[config.mk]
export PLATFORM = sky130hd
export DESIGN_NAME = rbx_exec
export DESIGN_NICKNAME = d
export VERILOG_FILES = /design/src/rbx_pkg.sv /design/src/rbx_exec.sv
export SDC_FILE = /design/constraint.sdc
export NUM_CORES = 2
export LEC_CHECK = 0
export BUFFER_PORTS_ARGS = -buffer_cell sky130_fd_sc_hd__buf_2
export CAP_MARGIN = 5
export CORE_MARGIN = 1.5
export CORE_UTILIZATION = 30
export CTS_CLUSTER_DIAMETER = 150
export CTS_CLUSTER_SIZE = 12
export DETAILED_ROUTE_END_ITERATION = 7
export MAX_ROUTING_LAYER = met4
export PLACE_DENSITY_LB_ADDON = 0.15
export SETUP_SLACK_MARGIN = 0.15
export SLEW_MARGIN = 20
export SYNTH_ARGS = -nofsm -noshare
export SYNTH_HDL_FRONTEND = slang
export SYNTH_SLANG_ARGS = --single-unit
[constraint.sdc]
create_clock -name aclk -period 5.1 [get_ports aclk]
set_input_delay 0.255 -clock aclk [delete_from_list [all_inputs] [get_ports aclk]]
set_output_delay 0.255 -clock aclk [all_outputs]
set_load 0.02 [all_outputs]
[src/rbx_pkg.sv]
package rbx_pkg;
   // Datapath sizes
   localparam int unsigned WORD_W = 16;
   localparam int unsigned ACC_W = 36;
   localparam int unsigned STK_AW = 6;
   localparam int unsigned NUM_ACC = 4;
   localparam int unsigned NUM_IRQ = 3;
   // Register byte offsets
   localparam logic [7:0] OFS_CMD = 8'h00;
   localparam logic [7:0] OFS_IMM = 8'h04;
   localparam logic [7:0] OFS_PC = 8'h08;
   localparam logic [7:0] OFS_SP = 8'h0c;
   localparam logic [7:0] OFS_ST0 = 8'h10;
   localparam logic [7:0] OFS_ST1 = 8'h14;
   localparam logic [7:0] OFS_STK_ADDR = 8'h18;
   localparam logic [7:0] OFS_STK_DATA = 8'h1c;
   localparam logic [7:0] OFS_STATUS = 8'h20;
   localparam logic [1:0] ACC_REGION = 2'h1;
   // Status word field positions
   localparam int unsigned F_Z = 15;
   localparam int unsigned F_M = 14;
   localparam int unsigned F_C = 11;
   localparam int unsigned F_IE = 4;
   // Reset values
   localparam logic [15:0] PC_RST = 16'h0000;
   localparam logic [15:0] SP_RST = 16'h0000;
   localparam logic [15:0] ST_RST = 16'h0000;
   // Arithmetic constants
   localparam logic [35:0] ROUND_K = 36'h0_0000_8000;
   localparam logic [15:0] SP_STEP = 16'h0001;
   // Execution cycle counts
   localparam logic [1:0] CYC_RET = 2'h1;
   localparam logic [1:0] CYC_DLY = 2'h1;
   localparam logic [1:0] CYC_RETI_SKIP = 2'h2;
   localparam logic [1:0] CYC_RETI_DO = 2'h3;
   localparam logic [1:0] CYC_RETS = 2'h3;
   localparam logic [1:0] CYC_BF = 2'h2;
   localparam logic [1:0] CYC_ACC = 2'h1;
   localparam logic [1:0] DLY_SLOTS = 2'h2;
   // Bit-field targets
   localparam logic [2:0] TGT_ST0 = 3'h0;
   localparam logic [2:0] TGT_ST1 = 3'h1;
   // Bus answers
   localparam logic [1:0] RESP_OKAY = 2'h0;
   localparam logic [1:0] RESP_SLVERR = 2'h2;

   typedef enum logic [3:0] {
      OP_NOP, OP_RET, OP_RETD, OP_RETI, OP_RETID, OP_RETS,
      OP_RND, OP_ROL, OP_ROR, OP_RST, OP_SET
   } rbx_op_type;

   typedef enum logic [1:0] {
      COND_ALWAYS, COND_ZSET, COND_ZCLR, COND_CSET
   } rbx_cond_type;

   // Command word layout, low ten bits of the command register
   typedef struct packed {
      logic [2:0] tgt;
      logic ctx;
      rbx_cond_type cond;
      rbx_op_type op;
   } rbx_cmd_type;

   typedef struct packed {
      logic take;
      logic [1:0] src;
   } rbx_irq_type;
endpackage : rbx_pkg

[src/rbx_exec.sv]
// The register offsets and the AXI4-Lite slave port are this design's own decisions.
`timescale 1ns/100ps
`default_nettype none
// How it works
// - Taken conditional return loads pc from stack top, then sp grows by one.
// - Delayed return holds stack word, bumps sp, runs two slots, then loads pc.
// - Interrupts are blocked during a delayed exit and its two slots.
// - Taken interrupt return pops pc, bumps sp, sets the interrupt gate when leaving a maskable service.
// - Interrupt return takes two cycles when skipped, three when taken.
// - Interrupt returns set the gate only when leaving a maskable service.
// - Taken interrupt return with context option pulses the context switch.
// - Delayed interrupt return holds word, bumps sp, sets gate when leaving a maskable service, then loads.
// - Parameter-drop return loads pc, adds one plus low immediate byte to sp, 3 cycles.
// - Parameter-drop return leaves the interrupt gate unchanged.
// - Rotate left goes through carry; top bit becomes new carry.
// - Rotate right goes through carry; low bit becomes new carry.
// - Bit-field clear ands operand with inverted 16-bit mask, no extension.
// - Bit-field set ors operand with 16-bit mask.
// - Clearing status word 0 clears exactly the masked bits, flags too.
// - Bit-field writes change only the addressed accumulator part.
// - Bit-field on status word 1 updates flags from the result.
module rbx_exec (
   // Clock and reset
   input wire logic aclk,
   input wire logic aresetn,
   // Register bus, write side
   input wire logic [7:0] s_axi_awaddr,
   input wire logic s_axi_awvalid,
   output logic s_axi_awready,
   input wire logic [31:0] s_axi_wdata,
   input wire logic [3:0] s_axi_wstrb,
   input wire logic s_axi_wvalid,
   output logic s_axi_wready,
   output logic [1:0] s_axi_bresp,
   output logic s_axi_bvalid,
   input wire logic s_axi_bready,
   // Register bus, read side
   input wire logic [7:0] s_axi_araddr,
   input wire logic s_axi_arvalid,
   output logic s_axi_arready,
   output logic [31:0] s_axi_rdata,
   output logic [1:0] s_axi_rresp,
   output logic s_axi_rvalid,
   input wire logic s_axi_rready,
   // Interrupt request pins
   input wire logic maskable_irq_0,
   input wire logic maskable_irq_1,
   input wire logic maskable_irq_2,
   // Core side
   output rbx_pkg::rbx_irq_type irq_out,
   output logic ctx_switch,
   output logic maskable_irq_gate
);
   logic [15:0] pc_ff, nxt_pc, sp_ff, nxt_sp, held_ff, nxt_held;
   logic [15:0] imm_ff, nxt_imm;
   logic [15:4] st0_ff, nxt_st0, st1_ff, nxt_st1;
   logic [35:0] acc_ff [rbx_pkg::NUM_ACC];
   logic [35:0] nxt_acc [rbx_pkg::NUM_ACC];
   logic [15:0] stk_mem [2**rbx_pkg::STK_AW];
   logic [5:0] stka_ff, nxt_stka;
   logic [1:0] cnt_ff, nxt_cnt, left_ff, nxt_left;
   logic dly_ff, nxt_dly, isr_ff, nxt_isr, ctx_ff, nxt_ctx;
   logic [2:0] pend_ff, nxt_pend, sync1_ff, sync2_ff, prev_ff;
   rbx_pkg::rbx_irq_type irq_ff, nxt_irq;
   logic aw_ff, nxt_aw, w_ff, nxt_w, bv_ff, nxt_bv, rv_ff, nxt_rv;
   logic [7:0] awa_ff, nxt_awa;
   logic [31:0] wd_ff, nxt_wd, rd_ff, nxt_rd;
   logic [3:0] ws_ff, nxt_ws;
   logic [1:0] br_ff, nxt_br, rr_ff, nxt_rr;
   logic stk_we;
   logic [15:0] stk_wdata;
   logic [5:0] stk_waddr;
   logic [15:0] st0_view, st1_view, stk_top;
   logic busy, do_wr, start;
   logic [2:0] rise;

   assign busy = (cnt_ff != 2'h0);
   assign st0_view = {st0_ff, acc_ff[0][35:32]};
   assign st1_view = {st1_ff, acc_ff[1][35:32]};
   assign stk_top = stk_mem[sp_ff[rbx_pkg::STK_AW-1:0]];
   assign rise = sync2_ff & ~prev_ff;
   // Command writes wait out a running command
   assign do_wr = aw_ff && w_ff && !bv_ff &&
                  !(awa_ff == rbx_pkg::OFS_CMD && busy);
   assign s_axi_awready = !aw_ff;
   assign s_axi_wready = !w_ff;
   assign s_axi_bvalid = bv_ff;
   assign s_axi_bresp = br_ff;
   assign s_axi_arready = !rv_ff;
   assign s_axi_rvalid = rv_ff;
   assign s_axi_rdata = rd_ff;
   assign s_axi_rresp = rr_ff;
   assign irq_out = irq_ff;
   assign ctx_switch = ctx_ff;
   assign maskable_irq_gate = st0_ff[rbx_pkg::F_IE];

   function automatic logic [15:0] merge(input logic [15:0] old,
                                         input logic [31:0] wd,
                                         input logic [3:0] strb);
      logic [15:0] r;
      r = old;
      if (strb[0]) begin
         r[7:0] = wd[7:0];
      end
      if (strb[1]) begin
         r[15:8] = wd[15:8];
      end
      return r;
   endfunction : merge

   // Bus channels
   always_comb begin
      nxt_aw = aw_ff;
      nxt_awa = awa_ff;
      nxt_w = w_ff;
      nxt_wd = wd_ff;
      nxt_ws = ws_ff;
      nxt_bv = bv_ff;
      nxt_br = br_ff;
      nxt_rv = rv_ff;
      nxt_rd = rd_ff;
      nxt_rr = rr_ff;
      if (s_axi_awvalid && !aw_ff) begin
         nxt_aw = 1'b1;
         nxt_awa = {s_axi_awaddr[7:2], 2'b00};
      end
      if (s_axi_wvalid && !w_ff) begin
         nxt_w = 1'b1;
         nxt_wd = s_axi_wdata;
         nxt_ws = s_axi_wstrb;
      end
      if (bv_ff && s_axi_bready) begin
         nxt_bv = 1'b0;
      end
      if (do_wr) begin
         nxt_aw = 1'b0;
         nxt_w = 1'b0;
         nxt_bv = 1'b1;
         nxt_br = (awa_ff <= rbx_pkg::OFS_STK_DATA ||
                   (awa_ff[7:6] == rbx_pkg::ACC_REGION && !awa_ff[5])) ?
                  rbx_pkg::RESP_OKAY : rbx_pkg::RESP_SLVERR;
      end
      if (rv_ff && s_axi_rready) begin
         nxt_rv = 1'b0;
      end
      if (s_axi_arvalid && !rv_ff) begin
         nxt_rv = 1'b1;
         nxt_rr = rbx_pkg::RESP_OKAY;
         nxt_rd = 32'h0000_0000;
         case ({s_axi_araddr[7:2], 2'b00})
            rbx_pkg::OFS_CMD: nxt_rd = 32'h0000_0000;
            rbx_pkg::OFS_IMM: nxt_rd = {16'h0000, imm_ff};
            rbx_pkg::OFS_PC: nxt_rd = {16'h0000, pc_ff};
            rbx_pkg::OFS_SP: nxt_rd = {16'h0000, sp_ff};
            rbx_pkg::OFS_ST0: nxt_rd = {16'h0000, st0_view};
            rbx_pkg::OFS_ST1: nxt_rd = {16'h0000, st1_view};
            rbx_pkg::OFS_STK_ADDR: nxt_rd = {26'h000_0000, stka_ff};
            rbx_pkg::OFS_STK_DATA: nxt_rd = {16'h0000, stk_mem[stka_ff]};
            rbx_pkg::OFS_STATUS: nxt_rd = {24'h00_0000, isr_ff, pend_ff,
                                           left_ff, dly_ff, busy};
            default: begin
               if (s_axi_araddr[7:6] == rbx_pkg::ACC_REGION &&
                   !s_axi_araddr[5]) begin
                  nxt_rd = s_axi_araddr[2] ?
                     {28'h000_0000, acc_ff[s_axi_araddr[4:3]][35:32]} :
                     acc_ff[s_axi_araddr[4:3]][31:0];
               end else begin
                  nxt_rr = rbx_pkg::RESP_SLVERR;
               end
            end
         endcase
      end
   end

   always_ff @(posedge aclk) begin
      if (!aresetn) begin
         aw_ff <= 1'b0;
         awa_ff <= 8'h00;
         w_ff <= 1'b0;
         wd_ff <= 32'h0000_0000;
         ws_ff <= 4'h0;
         bv_ff <= 1'b0;
         br_ff <= 2'h0;
         rv_ff <= 1'b0;
         rd_ff <= 32'h0000_0000;
         rr_ff <= 2'h0;
      end else begin
         aw_ff <= nxt_aw;
         awa_ff <= nxt_awa;
         w_ff <= nxt_w;
         wd_ff <= nxt_wd;
         ws_ff <= nxt_ws;
         bv_ff <= nxt_bv;
         br_ff <= nxt_br;
         rv_ff <= nxt_rv;
         rd_ff <= nxt_rd;
         rr_ff <= nxt_rr;
      end
   end

   // Core state
   always_comb begin
      rbx_pkg::rbx_cmd_type cmd;
      logic cond_ok, fin;
      logic [1:0] cyc, ai;
      logic [15:0] opd, res;
      logic [35:0] a;
      logic [2:0] clr;
      cmd = rbx_pkg::rbx_cmd_type'(wd_ff[9:0]);
      cond_ok = 1'b1;
      fin = 1'b0;
      cyc = rbx_pkg::CYC_ACC;
      ai = cmd.tgt[2:1] - 2'h1;
      opd = 16'h0000;
      res = 16'h0000;
      a = acc_ff[cmd.tgt[1:0]];
      clr = 3'h0;
      start = 1'b0;
      nxt_pc = pc_ff;
      nxt_sp = sp_ff;
      nxt_held = held_ff;
      nxt_imm = imm_ff;
      nxt_st0 = st0_ff;
      nxt_st1 = st1_ff;
      nxt_acc = acc_ff;
      nxt_stka = stka_ff;
      nxt_cnt = busy ? cnt_ff - 2'h1 : 2'h0;
      nxt_left = left_ff;
      nxt_dly = dly_ff;
      nxt_isr = isr_ff;
      nxt_ctx = 1'b0;
      nxt_irq = '{take: 1'b0, src: irq_ff.src};
      stk_we = 1'b0;
      stk_waddr = stka_ff;
      stk_wdata = merge(stk_mem[stka_ff], wd_ff, ws_ff);
      case (cmd.cond)
         rbx_pkg::COND_ZSET: cond_ok = st0_ff[rbx_pkg::F_Z];
         rbx_pkg::COND_ZCLR: cond_ok = !st0_ff[rbx_pkg::F_Z];
         rbx_pkg::COND_CSET: cond_ok = st0_ff[rbx_pkg::F_C];
         default: cond_ok = 1'b1;
      endcase
      if (do_wr) begin
         case (awa_ff)
            rbx_pkg::OFS_CMD: start = 1'b1;
            rbx_pkg::OFS_IMM: nxt_imm = merge(imm_ff, wd_ff, ws_ff);
            rbx_pkg::OFS_PC: nxt_pc = merge(pc_ff, wd_ff, ws_ff);
            rbx_pkg::OFS_SP: nxt_sp = merge(sp_ff, wd_ff, ws_ff);
            rbx_pkg::OFS_ST0: begin
               res = merge(st0_view, wd_ff, ws_ff);
               nxt_st0 = res[15:4];
               nxt_acc[0][35:32] = res[3:0];
            end
            rbx_pkg::OFS_ST1: begin
               res = merge(st1_view, wd_ff, ws_ff);
               nxt_st1 = res[15:4];
               nxt_acc[1][35:32] = res[3:0];
            end
            rbx_pkg::OFS_STK_ADDR: nxt_stka = wd_ff[5:0];
            rbx_pkg::OFS_STK_DATA: stk_we = 1'b1;
            default: begin
               if (awa_ff[7:6] == rbx_pkg::ACC_REGION && !awa_ff[5]) begin
                  if (awa_ff[2] && ws_ff[0]) begin
                     nxt_acc[awa_ff[4:3]][35:32] = wd_ff[3:0];
                  end else if (!awa_ff[2]) begin
                     nxt_acc[awa_ff[4:3]][31:0] = {
                        merge(acc_ff[awa_ff[4:3]][31:16], {16'h0000,
                              wd_ff[31:16]}, {2'b00, ws_ff[3:2]}),
                        merge(acc_ff[awa_ff[4:3]][15:0], wd_ff, ws_ff)};
                  end
               end
            end
         endcase
      end
      if (start) begin
         case (cmd.op)
            rbx_pkg::OP_RET: begin
               cyc = rbx_pkg::CYC_RET;
               if (cond_ok) begin
                  nxt_pc = stk_top;
                  nxt_sp = sp_ff + rbx_pkg::SP_STEP;
               end
            end
            rbx_pkg::OP_RETD, rbx_pkg::OP_RETID: begin
               cyc = rbx_pkg::CYC_DLY;
               nxt_held = stk_top;
               nxt_sp = sp_ff + rbx_pkg::SP_STEP;
               nxt_dly = 1'b1;
               nxt_left = rbx_pkg::DLY_SLOTS;
               if (cmd.op == rbx_pkg::OP_RETID) begin
                  nxt_isr = 1'b0;
                  if (isr_ff) begin
                     nxt_st0[rbx_pkg::F_IE] = 1'b1;
                  end
               end
            end
            rbx_pkg::OP_RETI: begin
               cyc = cond_ok ? rbx_pkg::CYC_RETI_DO :
                               rbx_pkg::CYC_RETI_SKIP;
               if (cond_ok) begin
                  nxt_pc = stk_top;
                  nxt_sp = sp_ff + rbx_pkg::SP_STEP;
                  nxt_isr = 1'b0;
                  nxt_ctx = cmd.ctx;
                  if (isr_ff) begin
                     nxt_st0[rbx_pkg::F_IE] = 1'b1;
                  end
               end
            end
            rbx_pkg::OP_RETS: begin
               // Gate untouched
               cyc = rbx_pkg::CYC_RETS;
               nxt_pc = stk_top;
               nxt_sp = sp_ff + rbx_pkg::SP_STEP +
                        {8'h00, imm_ff[7:0]};
            end
            rbx_pkg::OP_RND, rbx_pkg::OP_ROL, rbx_pkg::OP_ROR: begin
               if (cond_ok) begin
                  if (cmd.op == rbx_pkg::OP_RND) begin
                     a = acc_ff[cmd.tgt[1:0]] + rbx_pkg::ROUND_K;
                  end else if (cmd.op == rbx_pkg::OP_ROL) begin
                     a = {acc_ff[cmd.tgt[1:0]][34:0],
                          st0_ff[rbx_pkg::F_C]};
                     nxt_st0[rbx_pkg::F_C] =
                        acc_ff[cmd.tgt[1:0]][35];
                  end else begin
                     a = {st0_ff[rbx_pkg::F_C],
                          acc_ff[cmd.tgt[1:0]][35:1]};
                     nxt_st0[rbx_pkg::F_C] =
                        acc_ff[cmd.tgt[1:0]][0];
                  end
                  nxt_acc[cmd.tgt[1:0]] = a;
                  nxt_st0[rbx_pkg::F_Z] = (a == 36'h0_0000_0000);
                  nxt_st0[rbx_pkg::F_M] = a[35];
               end
            end
            rbx_pkg::OP_RST, rbx_pkg::OP_SET: begin
               cyc = rbx_pkg::CYC_BF;
               case (cmd.tgt)
                  rbx_pkg::TGT_ST0: opd = st0_view;
                  rbx_pkg::TGT_ST1: opd = st1_view;
                  default: opd = cmd.tgt[0] ? acc_ff[ai][31:16] :
                                              acc_ff[ai][15:0];
               endcase
               res = (cmd.op == rbx_pkg::OP_RST) ? (opd & ~imm_ff) :
                     (opd | imm_ff);
               if (cmd.tgt == rbx_pkg::TGT_ST0) begin
                  nxt_st0 = res[15:4];
                  nxt_acc[0][35:32] = res[3:0];
               end else begin
                  if (cmd.tgt == rbx_pkg::TGT_ST1) begin
                     nxt_st1 = res[15:4];
                     nxt_acc[1][35:32] = res[3:0];
                  end else if (cmd.tgt[0]) begin
                     nxt_acc[ai][31:16] = res;
                  end else begin
                     nxt_acc[ai][15:0] = res;
                  end
                  nxt_st0[rbx_pkg::F_Z] = (res == 16'h0000);
                  nxt_st0[rbx_pkg::F_M] = res[15];
               end
            end
            default: cyc = rbx_pkg::CYC_ACC;
         endcase
         nxt_cnt = cyc - 2'h1;
         if (dly_ff) begin
            nxt_left = (left_ff > cyc) ? left_ff - cyc : 2'h0;
         end
      end
      fin = (start && cyc == 2'h1) || cnt_ff == 2'h1;
      if (fin && dly_ff && nxt_left == 2'h0) begin
         nxt_pc = held_ff;
         nxt_dly = 1'b0;
      end
      // Accept outside any running or delayed sequence
      if (!busy && !start && !dly_ff && st0_ff[rbx_pkg::F_IE] &&
          pend_ff != 3'h0) begin
         nxt_st0[rbx_pkg::F_IE] = 1'b0;
         nxt_isr = 1'b1;
         nxt_irq.take = 1'b1;
         nxt_irq.src = pend_ff[0] ? 2'h0 : (pend_ff[1] ? 2'h1 : 2'h2);
         clr[nxt_irq.src] = 1'b1;
      end
      // New edge beats the accept clear
      nxt_pend = (pend_ff & ~clr) | rise;
   end

   always_ff @(posedge aclk) begin
      if (!aresetn) begin
         pc_ff <= rbx_pkg::PC_RST;
         sp_ff <= rbx_pkg::SP_RST;
         held_ff <= 16'h0000;
         imm_ff <= 16'h0000;
         st0_ff <= rbx_pkg::ST_RST[15:4];
         st1_ff <= rbx_pkg::ST_RST[15:4];
         acc_ff <= '{default: 36'h0_0000_0000};
         stka_ff <= 6'h00;
         cnt_ff <= 2'h0;
         left_ff <= 2'h0;
         dly_ff <= 1'b0;
         isr_ff <= 1'b0;
         ctx_ff <= 1'b0;
         irq_ff <= '{take: 1'b0, src: 2'h0};
         pend_ff <= 3'h0;
         sync1_ff <= 3'h0;
         sync2_ff <= 3'h0;
         prev_ff <= 3'h0;
      end else begin
         pc_ff <= nxt_pc;
         sp_ff <= nxt_sp;
         held_ff <= nxt_held;
         imm_ff <= nxt_imm;
         st0_ff <= nxt_st0;
         st1_ff <= nxt_st1;
         acc_ff <= nxt_acc;
         stka_ff <= nxt_stka;
         cnt_ff <= nxt_cnt;
         left_ff <= nxt_left;
         dly_ff <= nxt_dly;
         isr_ff <= nxt_isr;
         ctx_ff <= nxt_ctx;
         irq_ff <= nxt_irq;
         pend_ff <= nxt_pend;
         sync1_ff <= {maskable_irq_2, maskable_irq_1, maskable_irq_0};
         sync2_ff <= sync1_ff;
         prev_ff <= sync2_ff;
      end
   end

   // Stack has no reset; software loads it first
   always_ff @(posedge aclk) begin
      if (stk_we) begin
         stk_mem[stk_waddr] <= stk_wdata;
      end
   end
endmodule : rbx_exec
`default_nettype wire

# --- Word-level counts from Yosys, hierarchy flattened ---
# Memories as Yosys holds them, arrays and structs flattened. A register that Yosys moved wholly into a read port is not among the register bits.
# Index checks and enable logic that the tools add are counted.
word_totals:
  ff_bits: 342
  wordCells: 329
  mem_bits_rw: 1024
  out_inout_bits: 46
  mem_count: 1
memory_table:
  columns: ["name", "depth", "width", "read_ports", "rd_clocked_by_memory_dff", "wr", "line_no", "text"]
  rows:
  - ["stk_mem", 64, 16, 2, 2, 1, "rbx_exec.sv:59", "logic [15:0] stk_mem [2**rbx_pkg::STK_AW];"]
op_classes:
  reduce_logical: 65
  addsub: 7
  n_lt_le_gt_ge: 11
  eq_ne: 35
  bitwise: 13
  n_mux: 163
op_table:
  columns: ["op", "count"]
  rows:
  - ["$mux W144", 7]
  - ["$bwmux W144", 5]
  - ["$mux W36", 12]
  - ["$demux W36 S2", 5]
  - ["$bmux W36 S2", 4]
  - ["$mux W32", 9]
  - ["$pmux W144 S2", 1]
  - ["$pmux W32 S9", 1]
  - ["$mux W8", 34]
  - ["$mux W16", 14]
  - ["$mux W104", 2]
  - ["$mux W140", 1]
  - ["$mux W12", 9]
  - ["$pmux W16 S2", 2]
  - ["$eq A6 B3 Y1 const B", 8]
  - ["$pmux W16 S3", 1]
  - ["$add A36 B16 Y36 const B", 1]
  - ["$logic_not A36 Y1", 1]
  - ["$mux W2", 16]
  - ["$eq A6 B2 Y1 const B", 4]
  - ["$mux W6", 4]
  - ["$logic_and A1 B1 Y1", 23]
  - ["$mux W1", 22]
  - ["$add A16 B1 Y16 const B", 1]
  - ["53 further kinds", 107]

# --- Depth between registers and ports, before layout ---
depth:
  word_depth: 22
  depth_mapped: 17
  depth_no_buf: 13

# --- Worst setup path before layout ---
# OpenSTA, ideal clock, no wires.
synth_timing:
  path_kind: "reg-to-reg"
  startpoint: "register awa_ff[3]"
  endpoint: "memory stk_mem[48][0] (enable)"
  synth_period_minus_slack_ns: 3.999
  path_stages_with_launch: 7
  required_ns: 4.670
  arrival_time_ns: 3.568
  slack_ns: 1.101
  path_cell_list: "dfxtp_1 > buf_1 > nand2_1 > nor4b_2 > nor2b_1 > nand3_1 > nor4_1"
synth_between:
  elab_chain_cells: 7
synth_rtl:
  columns: ["item", "line_no", "text"]
  rows:
  - ["start: declaration", "rbx_exec.sv:66", "logic [7:0] awa_ff, nxt_awa;"]
  - ["start signal: assignment", "rbx_exec.sv:189", "awa_ff <= nxt_awa;"]
  - ["$logic_not A8 Y1", "rbx_exec.sv:84", "!(awa_ff == rbx_pkg::OFS_CMD && busy);"]
  - ["$logic_and A1 B1 Y1", "rbx_exec.sv:84", null]
  - ["$logic_not A1 Y1", "rbx_exec.sv:84", null]
  - ["$logic_and A1 B1 Y1", "rbx_exec.sv:83", "assign do_wr = aw_ff && w_ff && !bv_ff &&"]
  - ["$mux W1 (*)", "rbx_exec.sv:242", "if (do_wr) begin"]
  - ["$mux W1 (*)", "rbx_exec.sv:431", "if (stk_we) begin"]
  - ["$mux W1 (implied by the code) (*)", "rbx_exec.sv:432", "stk_mem[stk_waddr] <= stk_wdata;"]
  - ["end: declaration", "rbx_exec.sv:59", null]
# Every way passes the cells marked *; elsewhere a longest branch is shown, timed or not.

# --- Worst setup path after layout ---
layout_timing:
  startpoint: "register wd_ff[8]"
  endpoint: "register st0_ff[15] in the netlist's numbering"
layout_between:
  elab_chain_cells: 15
layout_rtl:
  columns: ["item", "line_no", "text"]
  rows:
  - ["start: declaration", "rbx_exec.sv:67", "logic [31:0] wd_ff, nxt_wd, rd_ff, nxt_rd;"]
  - ["start signal: assignment", "rbx_exec.sv:191", "wd_ff <= nxt_wd;"]
  - ["branches (longest 13 deep; another with $add A36 B16 Y36)", null, null]
  - ["$pmux W2 S2 (*)", "rbx_exec.sv:275", "case (cmd.op)"]
  - ["$mux W12 (*)", "rbx_exec.sv:274", "if (start) begin"]
  - ["end signal: assignment", "rbx_exec.sv:393", "st0_ff <= rbx_pkg::ST_RST[15:4];"]
  - ["end signal: assignment", "rbx_exec.sv:412", "st0_ff <= nxt_st0;"]
  - ["end: declaration", "rbx_exec.sv:56", "logic [15:4] st0_ff, nxt_st0, st1_ff, nxt_st1;"]
# Every way passes the cells marked *. The select of a mux whose other input is x is not followed.
# A chain may end at the register's enable or synchronous reset.

==> metrics.txt <==
status=complete, no violations; Final Non-Filler Cells=8,654; final antenna-violating net count=0; sequential area share after synthesis=0.527; Ys Warns=0; DRT iter0 DRCs=5,072; total gr overflow=0; post-synth top area share=0.430; Core Area=236,000 um2; unique cell type count in the Yosys netlist=85; worst path required time=5.84 ns; Mapped Area=71,500 um2; initial antenna violation count=17; top cells by count, synth=edfxtp_1, mux4_2, nor2_1; hpwl dp=178 mm; Synth async-reset ratio=0; dpl cell area=approximately 77,000 um2; CP endpoint kind=register; post-cts sizing count=0; Top FF cell, synth=edfxtp_1; Syn Inst Count=5,332; Layout Utilization=0.344; cell with the most instances after synthesis=edfxtp_1; clock sinks=~1,400; # setup viols final=0; gp weighted congestion=0.894; crit path max fanout=20; GRT Overall Usage=0.235; RSZ-0062 raised after global routing=no; Tcrit/Tclk final=0.821; Worst Setup Start Kind=register; Mean Syn Cell Area=between 10 and 15 um2; Yosys top cell by area=edfxtp_1; MaxCap Viol Count=0; PortBufs=around 100; Area growth, synth to finish=13.6%; Avg WL per Cell=32.6 um; post-CTS setup buffers=0; CP arrival=4.93 ns; Hold Worst Slack=around 0.15 ns; CTS tree=built; worst setup margin=0.915 ns; largest net degree at the start of global routing=123; Final Max Slew Viols=0; Final nets=between 5,000 and 6,000; pwr/cell area=approximately 280 nW/um2; Worst Max-Slew Pin Slew=1.24 ns; initial cell density of the core=0.303; total die area=roughly 240,000 um2; std cell rows=178; total negative setup slack=0 ns; Slew HR=0.172; Pleak=23.7 nW; chip width=approximately 490 um; Avg Vias per Cell=5.79; clock skew=0.0445 ns; Yosys reg bits=1,370; Final min period=between 4 and 5 ns; worst skew pair latency=0.82 ns; Via Count=between 50,000 and 60,000; Place WS=between 0.9 and 1 ns; largest cells by area after synthesis=edfxtp_1, mux4_2, dfxtp_1, mux2i_1, nor2_1; placed insts=8,423; EDFF count, synth=between 1,000 and 1,500; Die H=491 um; final WL=282 mm; Hold Crit Class=in2reg; clk buf depth=3; Design Area, Final=approximately 81,000 um2; fmax=~0.24 GHz; Reg clk slew, reported paths=approximately 0.080 ns; root buf cell=clkbuf_16; total power=22.4 mW; # IOs=108; WS Path Type=reg2reg; final hold vios=0; DRC=0; Peak VDD IR=0.000254 V; # hold bufs at CTS=56; TritonRoute pass-1 iters=6; H-tree Lvls=4; share of cells above drive strength 1=0.252; total CTS buffers=132; global-route wire length before repair=around 390 mm; vias in the first global route=48,857
==> critical path, stage by stage, from the launching register on <==
cell	delay [ns]
dfxtp_4	0.62
inv_2	0.19
ha_1	0.34
buf_4	0.37
mux4_2	0.45
mux2i_1	0.33
o22ai_1	0.13
o21ai_0	0.33
buf_4	0.32
nand4_1	0.11
or4_1	0.47
o22ai_1	0.19
o21ai_1	0.10
a21oi_1	0.12
==> layout make-up <==
type	count	area, um2
fill	23039	155000
sequential	1370	37700
multi-input combinational	3487	32000
tap	3150	3940
timing repair buffer	444	3640
clock buffer	155	3430
clock inverter	14	325
inverter	28	113
antenna	6	15.0
==> final timing paths <==
path / startpoint / to / slack (ns) / cells past startpoint
max: wd_ff[8] / st0_ff[15] / 0.92 / 13
min: s_axi_araddr[4] / s_axi_rdata[7] / 0.15 / 4
max reg2reg: wd_ff[8] / st0_ff[15] / 0.92 / 13
min reg2reg: prev_ff[0] / pend_ff[0] / 0.42 / 1
==> where the power goes <==
part           internal [mW]  switching (mW)  total, mW
sequential              12.0          0.0763       12.0
clock                   4.80            4.58       9.38
combinational          0.291           0.666      0.957
==> cell usage in the layout, fill, tap and decap left out, types with 18 or more instances in the layout <==
cell type	count
buf_4	255
nor3_1	26
and2_1	23
nor2_1	476
o22ai_1	206
clkbuf_1	21
buf_12	33
a21oi_1	359
xnor2_1	20
nor2b_1	21
o221ai_1	64
o21ai_0	195
edfxtp_1	1024
dfxtp_1	332
clkbuf_16	134
dlygate4sd3_1	56
mux2_2	108
inv_1	25
nand3_1	65
mux2i_1	382
a22oi_1	54
nor2_2	63
a221oi_1	18
a211oi_1	88
buf_2	100
mux4_2	616
nand2_1	411
==> state kept, by name (all words and copies together), names as in the netlist, 16 cells and up, named ones only <==
| signal | cells |
|---|---|
| wd_ff | 32 |
| stk_mem | 1024 |
| held_ff | 16 |
| imm_ff | 16 |
| acc_ff | 144 |
| s_axi_rdata | 32 |
| pc_ff | 16 |
| sp_ff | 16 |
==> layer usage <==
layer | wire length [um] | track usage | vias to the layer above
met5 | 0 | - | -
met4 | 11800 | 0.0880 | 0
met3 | 17000 | 0.0333 | 489
met2 | 137000 | 0.384 | 2061
met1 | 116000 | 0.297 | 26087
li1 | - | - | 21443
==> logic make-up (layout without fill, tap and decap cells) <==
family	count (synthesis)	in the layout	synth area share
simple gates	1207	1207	0.0727
mux	1112	1112	0.266
other cells	1	8	0.0000525
xor+xnor	32	32	0.00392
flops	1370	1370	0.527
buf+inv	476	641	0.0298
fa+ha+maj	19	19	0.00354
compound gates	1115	1115	0.0967
Note: power is estimated with default switching activity, not from simulation.
